## src/picture_adjust_consts.svh

```systemverilog
// offsets, reset values, field positions and scaling for the picture adjust stage
// assumes inclusion by bare name from the design module, the checker and the bench
`ifndef PICTURE_ADJUST_CONSTS_SVH
`define PICTURE_ADJUST_CONSTS_SVH

// ----------------------------------------------------------------------------
// register offsets
// ----------------------------------------------------------------------------
`define OFS_LUMA_FILTER_CONTROL 8'h09
`define OFS_LUMA_BRIGHTNESS     8'h0a
`define OFS_LUMA_CONTRAST       8'h0b
`define OFS_CHROMA_SATURATION   8'h0c
`define OFS_CHROMA_HUE          8'h0d

// ----------------------------------------------------------------------------
// reset values (nominal picture)
// ----------------------------------------------------------------------------
`define RST_LUMA_FILTER_CONTROL 8'h00
`define RST_LUMA_BRIGHTNESS     8'h80
`define RST_LUMA_CONTRAST       8'h44
`define RST_CHROMA_SATURATION   8'h40
`define RST_CHROMA_HUE          8'h00

// ----------------------------------------------------------------------------
// fields and arithmetic
// ----------------------------------------------------------------------------
`define SHARP_MSB       3
`define SHARP_LSB       0
`define GAIN_SHIFT      6
`define BRIGHT_NOMINAL  20'sh00080
`define HUE_QUARTER     8'h40
`define HUE_HALF        16'h0080

`endif

```

## src/picture_adjust_pkg.sv

```systemverilog
// types shared by the picture adjust stage
// assumes the consts header is on the include path
`default_nettype none

package picture_adjust_pkg;

	// one video sample: unsigned luma, two's complement colour difference
	typedef struct packed {
		logic        [7:0] y;
		logic signed [7:0] cb;
		logic signed [7:0] cr;
	} sample_t;

	// symmetric 5-tap kernel: centre, +-1, +-2 (scale 64)
	typedef struct packed {
		logic signed [8:0] c0;
		logic signed [8:0] c1;
		logic signed [8:0] c2;
	} coef_t;

endpackage

`default_nettype wire

```

## src/luma_chroma_picture_adjust.sv

```systemverilog
// picture adjust stage: luma sharpness/low-pass, brightness, contrast,
// chroma hue rotation and saturation, plus the five control registers
// assumes samples and register writes arrive synchronous to clk
`include "picture_adjust_consts.svh"
`default_nettype none

module luma_chroma_picture_adjust (
	input  wire logic                        clk,
	input  wire logic                        rst_n,
	input  wire logic                        reg_we,
	input  wire logic                  [7:0] reg_addr,
	input  wire logic                  [7:0] reg_wdata,
	output logic                       [7:0] reg_rdata,
	input  wire logic                        in_valid,
	input  wire picture_adjust_pkg::sample_t in_sample,
	output logic                             out_valid,
	output picture_adjust_pkg::sample_t      out_sample
);

	// ------------------------------------------------------------------------
	// helper functions
	// ------------------------------------------------------------------------

	// kernels sum to 64 so flat areas keep their level
	function automatic picture_adjust_pkg::coef_t kernel(input logic [3:0] code);
		picture_adjust_pkg::coef_t k;
		k = '{c0: 9'sh040, c1: 9'sh000, c2: 9'sh000};
		unique case (code)
			4'h0: k = '{c0: 9'sh040, c1: 9'sh000, c2: 9'sh000};
			4'h1: k = '{c0: 9'sh058, c1: -9'sh00c, c2: 9'sh000};
			4'h2: k = '{c0: 9'sh054, c1: -9'sh00a, c2: 9'sh000};
			4'h3: k = '{c0: 9'sh050, c1: -9'sh008, c2: 9'sh000};
			4'h4: k = '{c0: 9'sh04c, c1: -9'sh006, c2: 9'sh000};
			4'h5: k = '{c0: 9'sh04a, c1: -9'sh005, c2: 9'sh000};
			4'h6: k = '{c0: 9'sh048, c1: -9'sh004, c2: 9'sh000};
			4'h7: k = '{c0: 9'sh046, c1: -9'sh003, c2: 9'sh000};
			4'h8: k = '{c0: 9'sh030, c1: 9'sh008, c2: 9'sh000};
			4'h9: k = '{c0: 9'sh02c, c1: 9'sh00a, c2: 9'sh000};
			4'ha: k = '{c0: 9'sh028, c1: 9'sh00c, c2: 9'sh000};
			4'hb: k = '{c0: 9'sh020, c1: 9'sh010, c2: 9'sh000};
			4'hc: k = '{c0: 9'sh018, c1: 9'sh010, c2: 9'sh004};
			4'hd: k = '{c0: 9'sh014, c1: 9'sh010, c2: 9'sh006};
			4'he: k = '{c0: 9'sh010, c1: 9'sh010, c2: 9'sh008};
			4'hf: k = '{c0: 9'sh010, c1: 9'sh00c, c2: 9'sh00c};
		endcase
		return k;
	endfunction

	// parabolic sine on a 256-step circle, 64 = 1.0, within about 6 percent
	function automatic logic signed [7:0] sine(input logic [7:0] a);
		logic [15:0] h;
		logic [15:0] p;
		h = {9'h000, a[6:0]};
		p = (h * (`HUE_HALF - h)) >> `GAIN_SHIFT;
		return a[7] ? -$signed(p[7:0]) : $signed(p[7:0]);
	endfunction

	// saturate to unsigned 8 bit
	function automatic logic [7:0] clip_u8(input logic signed [19:0] v);
		if (v < 20'sh00000)
			return 8'h00;
		else if (v > 20'sh000ff)
			return 8'hff;
		else
			return v[7:0];
	endfunction

	// saturate to signed 8 bit
	function automatic logic signed [7:0] clip_s8(input logic signed [19:0] v);
		if (v < -20'sh00080)
			return 8'sh80;
		else if (v > 20'sh0007f)
			return 8'sh7f;
		else
			return v[7:0];
	endfunction

	// ------------------------------------------------------------------------
	// control registers
	// ------------------------------------------------------------------------
	logic [7:0] filter_ctrl_r;
	logic [7:0] brightness_offset_r;
	logic [7:0] contrast_gain_r;
	logic [7:0] saturation_gain_r;
	logic [7:0] hue_phase_r;

	// writes to unmapped offsets are dropped; upper filter bits only stored
	always_ff @(posedge clk) begin
		if (!rst_n) begin
			filter_ctrl_r       <= `RST_LUMA_FILTER_CONTROL;
			brightness_offset_r <= `RST_LUMA_BRIGHTNESS;
			contrast_gain_r     <= `RST_LUMA_CONTRAST;
			saturation_gain_r   <= `RST_CHROMA_SATURATION;
			hue_phase_r         <= `RST_CHROMA_HUE;
		end else if (reg_we) begin
			unique case (reg_addr)
				`OFS_LUMA_FILTER_CONTROL: filter_ctrl_r       <= reg_wdata;
				`OFS_LUMA_BRIGHTNESS:     brightness_offset_r <= reg_wdata;
				`OFS_LUMA_CONTRAST:       contrast_gain_r     <= reg_wdata;
				`OFS_CHROMA_SATURATION:   saturation_gain_r   <= reg_wdata;
				`OFS_CHROMA_HUE:          hue_phase_r         <= reg_wdata;
				default: ;
			endcase
		end
	end

	// registered read-back, unmapped reads give zero
	always_ff @(posedge clk) begin
		if (!rst_n) begin
			reg_rdata <= 8'h00;
		end else begin
			unique case (reg_addr)
				`OFS_LUMA_FILTER_CONTROL: reg_rdata <= filter_ctrl_r;
				`OFS_LUMA_BRIGHTNESS:     reg_rdata <= brightness_offset_r;
				`OFS_LUMA_CONTRAST:       reg_rdata <= contrast_gain_r;
				`OFS_CHROMA_SATURATION:   reg_rdata <= saturation_gain_r;
				`OFS_CHROMA_HUE:          reg_rdata <= hue_phase_r;
				default:                  reg_rdata <= 8'h00;
			endcase
		end
	end

	// ------------------------------------------------------------------------
	// sample window: five samples, centre is two samples old
	// ------------------------------------------------------------------------
	picture_adjust_pkg::sample_t tap_r [0:4];
	logic                        win_valid_r;

	// window moves only on valid samples so gaps do not smear the filter
	always_ff @(posedge clk) begin
		if (!rst_n) begin
			for (int i = 0; i < 5; i++)
				tap_r[i] <= '0;
			win_valid_r <= 1'b0;
		end else begin
			win_valid_r <= in_valid;
			if (in_valid) begin
				tap_r[0] <= in_sample;
				for (int i = 1; i < 5; i++)
					tap_r[i] <= tap_r[i-1];
			end
		end
	end

	// ------------------------------------------------------------------------
	// stage 1: luma kernel and hue rotation
	// ------------------------------------------------------------------------
	picture_adjust_pkg::coef_t k;
	logic signed [19:0]        luma_acc;
	logic signed [7:0]         hue_cos;
	logic signed [7:0]         hue_sin;
	logic signed [19:0]        cb_rot;
	logic signed [19:0]        cr_rot;

	// luma kernel from the sharpness field
	always_comb begin
		k = kernel(filter_ctrl_r[`SHARP_MSB:`SHARP_LSB]);
		luma_acc = 20'(k.c0) * $signed({12'h000, tap_r[2].y})
			+ 20'(k.c1) * ($signed({12'h000, tap_r[1].y}) + $signed({12'h000, tap_r[3].y}))
			+ 20'(k.c2) * ($signed({12'h000, tap_r[0].y}) + $signed({12'h000, tap_r[4].y}));
	end

	// chroma rotation, angle in units of 180/128 degrees
	always_comb begin
		hue_sin = sine(hue_phase_r);
		hue_cos = sine(hue_phase_r + `HUE_QUARTER);
		cb_rot = (20'(tap_r[2].cb) * 20'(hue_cos) - 20'(tap_r[2].cr) * 20'(hue_sin))
			>>> `GAIN_SHIFT;
		cr_rot = (20'(tap_r[2].cb) * 20'(hue_sin) + 20'(tap_r[2].cr) * 20'(hue_cos))
			>>> `GAIN_SHIFT;
	end

	logic [7:0]         luma_f_r;
	logic signed [19:0] cb_rot_r;
	logic signed [19:0] cr_rot_r;
	logic               s1_valid_r;

	// peaking can overshoot, so clamp before contrast
	always_ff @(posedge clk) begin
		if (!rst_n) begin
			luma_f_r   <= 8'h00;
			cb_rot_r   <= '0;
			cr_rot_r   <= '0;
			s1_valid_r <= 1'b0;
		end else begin
			s1_valid_r <= win_valid_r;
			luma_f_r   <= clip_u8(luma_acc >>> `GAIN_SHIFT);
			cb_rot_r   <= cb_rot;
			cr_rot_r   <= cr_rot;
		end
	end

	// ------------------------------------------------------------------------
	// stage 2: contrast, brightness, saturation
	// ------------------------------------------------------------------------
	logic signed [19:0] luma_adj;
	logic signed [19:0] cb_adj;
	logic signed [19:0] cr_adj;

	// brightness 128 adds nothing; gains are value/64
	always_comb begin
		luma_adj = ((20'($signed({1'b0, luma_f_r})) * 20'($signed(contrast_gain_r)))
			>>> `GAIN_SHIFT)
			+ 20'($signed({1'b0, brightness_offset_r})) - `BRIGHT_NOMINAL;
		cb_adj = (cb_rot_r * 20'($signed(saturation_gain_r))) >>> `GAIN_SHIFT;
		cr_adj = (cr_rot_r * 20'($signed(saturation_gain_r))) >>> `GAIN_SHIFT;
	end

	// output register, saturating rather than wrapping
	always_ff @(posedge clk) begin
		if (!rst_n) begin
			out_valid  <= 1'b0;
			out_sample <= '0;
		end else begin
			out_valid     <= s1_valid_r;
			out_sample.y  <= clip_u8(luma_adj);
			out_sample.cb <= clip_s8(cb_adj);
			out_sample.cr <= clip_s8(cr_adj);
		end
	end

endmodule // luma_chroma_picture_adjust

`default_nettype wire

```

## config.mk

```make
export PLATFORM = sky130hd
export DESIGN_NAME = luma_chroma_picture_adjust
export DESIGN_NICKNAME = d
export VERILOG_FILES = /design/src/picture_adjust_pkg.sv /design/src/luma_chroma_picture_adjust.sv
export VERILOG_INCLUDE_DIRS = /design/src /design/src/src
export SDC_FILE = /design/constraint.sdc
export NUM_CORES = 2
export LEC_CHECK = 0
export ABC_CLOCK_PERIOD_IN_PS = 17700
export BUFFER_PORTS_ARGS = -buffer_cell sky130_fd_sc_hd__buf_2
export CAP_MARGIN = 30
export CELL_PAD_IN_SITES_DETAIL_PLACEMENT = 0
export CELL_PAD_IN_SITES_GLOBAL_PLACEMENT = 1
export CORE_ASPECT_RATIO = 0.6
export CORE_UTILIZATION = 35
export DETAILED_ROUTE_END_ITERATION = 8
export PLACE_DENSITY_LB_ADDON = 0.05
export SLEW_MARGIN = 25
export SYNTH_ARGS = -nofsm -noshare
export SYNTH_HDL_FRONTEND = slang
export SYNTH_SLANG_ARGS = --single-unit
```

## constraint.sdc

```tcl
create_clock -name clk -period 17.7 [get_ports clk]
set_input_delay 0.885 -clock clk [delete_from_list [all_inputs] [get_ports clk]]
set_output_delay 0.885 -clock clk [all_outputs]
set_load 0.02 [all_outputs]
```

==> metrics.txt <==
most common cell in the netlist inv_1; routed wire length 95900 um; # setup viols final 0; Nets 4923; Port Buffers between 70 and 80; clock skew 19.0 ps; final cell count without fillers 5175; cell count after synthesis 3771; first-pass GRT wire length 154000 um; DRC Markers 0; Sinks on Clock Net 207; DR vias 23800; CP max stage delay 690 ps; Rel. slew slack 0.360; CP max FO 18; CP arrival around 12000 ps; final setup TNS 0 ps; HP Class flip-flop to flip-flop; 1st-iter DRT viols between 1000 and 1500; Pre-Repair DR Iteration Count 7; EDFF count, synth between 80 and 90; CP most frequent cell fa_1; setup ws final 5780 ps; Root Buffer clkbuf_16; post-synthesis mux area share 0.00924; DR WL/cell 18.5 um; DIE HEIGHT between 200 and 300 um; worst r2r path cells 41; Primary FF master, synth dfxtp_1; leakage 19.4 nW; layout filler cell count 10400; Gates resized, CTS repair 0; initial antenna violation count 8; ys async rst share 0; Synth Register Bits 207; Compound-Gate Fraction of Synth Area 0.0544; DPL Wire Length around 80000 um; most instantiated cells after synthesis inv_1, fa_1, ha_1; post-place setup slack 5840 ps; Die ar. about 0.10 mm^2; number of global-route vias before repair 25100; Fin. Hold Viols 0; Worst Setup Start Kind flip-flop; Fmax 83.9 MHz; Final Power 3.13 mW; share of cells above drive strength 1 0.0516; core area 0.101 mm^2; Global Route Usage Sum 0.191; Chip Width about 420 um; Setup Buffers After CTS 0; Seq/Total Area, Yosys 0.140; # rows 90; P&R area growth vs syn 8.00%; Congestion Overflow GR 0; Final Max Slew Viols 0; Critical-path top delay cell xnor2_4; top post-synthesis cells by area fa_1, ha_1, inv_1; R2R Setup Slk 5780 ps; pin count of the biggest net entering global routing 66; post-route minimum period between 10000 and 15000 ps; CTS tree built; Required @ worst endpoint 18150 ps; PD cells 80.8 mW/mm^2; Routed Antenna Nets 0; post-synthesis area per instance 9.52 um^2; Via-to-Cell Ratio 4.60; Adder-Cell Fraction of Synth Area 0.501; synth unique cells 78; dominant cell type by area after synthesis fa_1; Worst Hold Path Cells 1; Synth Area in Simple Gates 0.160; largest family of logic cells by synthesized area adder cells; Synth Cell Area about 0.036 mm^2; worst-margin pin slew 960 ps; cts bufs inserted 26; RSZ-0062 raised after global routing no; Syn. warnings 0; XOR/XNOR Fraction of Synth Area 0.0388; Crit Path Class flip-flop to flip-flop; Synth top area share 0.349; later-pin clock latency in the skew report 590 ps; Ports 77; worst vdd ir 0.000103 V; Worst-path clk slew 60 ps; placed cell count 5122; CP endpoint kind flip-flop; GPL Wtd Cong 0.831; Final Cycle Share 0.673; H-tree lvl count 1; hold buffer count at CTS 0; clock buffer depth 3; Initial Utilization 0.355; status complete, no violations; max-cap viol count 0
==> critical path, delay by kind of cell (launching register included) <==
family / cells / cell delay, ps
AO/OA/AOI/OAI: 8 / 2010
XOR/XNOR: 2 / 830
adder cells (fa/ha/maj): 14 / 6390
buffers and inverters: 6 / 510
flip-flops: 1 / 590
AND/OR/NAND/NOR: 11 / 1430
==> cells in the final DEF (no fill, tap or decap), types with 4 or more instances in the layout <==
master / count
buf_2: 76
o31ai_1: 6
nand3_1: 28
clkinv_4: 7
and3_1: 105
clkbuf_16: 27
mux2i_1: 32
or2_2: 6
diode_2: 4
a211oi_1: 13
o21ai_0: 43
dfxtp_1: 119
clkinvlp_4: 4
nor2b_1: 56
nor2_2: 8
ha_1: 436
clkinv_2: 4
edfxtp_1: 88
o21a_1: 24
a21oi_1: 121
o21bai_1: 18
or3_1: 7
o211ai_1: 5
a221oi_1: 8
a31oi_1: 6
nand2_1: 279
xnor2_1: 96
nor3b_1: 4
a21boi_0: 6
nor2_1: 152
inv_1: 801
a21o_1: 20
conb_1: 12
nand2b_1: 47
nand4_1: 5
fa_1: 626
and2_1: 344
nor3_1: 30
buf_4: 43
xor2_1: 51
==> layout make-up <==
type	count	area [um^2]	area share
clock buffer	31	701	0.0181
sequential	207	5020	0.130
inverter	803	3010	0.0777
clock inverter	17	153	0.00394
antenna	4	10.0	0.000258
timing repair buffer	119	703	0.0181
tap	1334	1670	0.0430
multi-input combinational	2660	27500	0.709
==> report_power, final <==
group | total (mW) | internal [mW] | switching [mW]
sequential | 0.651 | 0.565 | 0.0856
clock | 0.552 | 0.301 | 0.251
combinational | 1.93 | 0.816 | 1.12
total | 3.13 | 1.68 | 1.45
==> logic make-up (layout without fill, tap and decap cells) <==
kind of cell,Yosys count,after routing
other,1,16
DFF,207,207
xor gates and xnor gates,153,153
buffers and inverters,915,970
AOI/OAI and AO/OA,305,305
adders and majority gates,1062,1062
and+or+nand+nor,1095,1095
muxes,33,33
==> sequential cells by signal (all words and copies together) (netlist names), 11 cells and up <==
signal,flops
k,14
cr_rot_r,11
cb_rot_r,11
out_sample,24
tap_r,88
==> path summary, 6_finish.rpt <==
kind                   to           start
max          cb_rot_r[10]  hue_phase_r[0]
min reg2reg     out_valid      s1_valid_r
min             out_valid      s1_valid_r
max reg2reg  cb_rot_r[10]  hue_phase_r[0]
==> per-stage QoR <==
stage | hold WS (ps) | cell area, um^2 | utilization
detailed placement | 418 | 37900 | 0.375
finish | 435 | 38800 | 0.383
floorplan | 412 | 35900 | -
global placement | 419 | 37900 | 0.375
CTS | 433 | 38800 | 0.383
global route | 481 | 38800 | 0.383
==> metal layers <==
| metal | vias up | share of wire | global-route usage |
|---|---|---|---|
| met5 | - | 0 | 0 |
| met2 | 382 | 0.33 | 0.227 |
| met1 | 11700 | 0.61 | 0.344 |
| met4 | 0 | 0.0085 | 0.0196 |
| met3 | 36 | 0.055 | 0.0341 |
| li1 | 11700 | - | - |
Note: power is estimated with default switching activity, not from simulation.
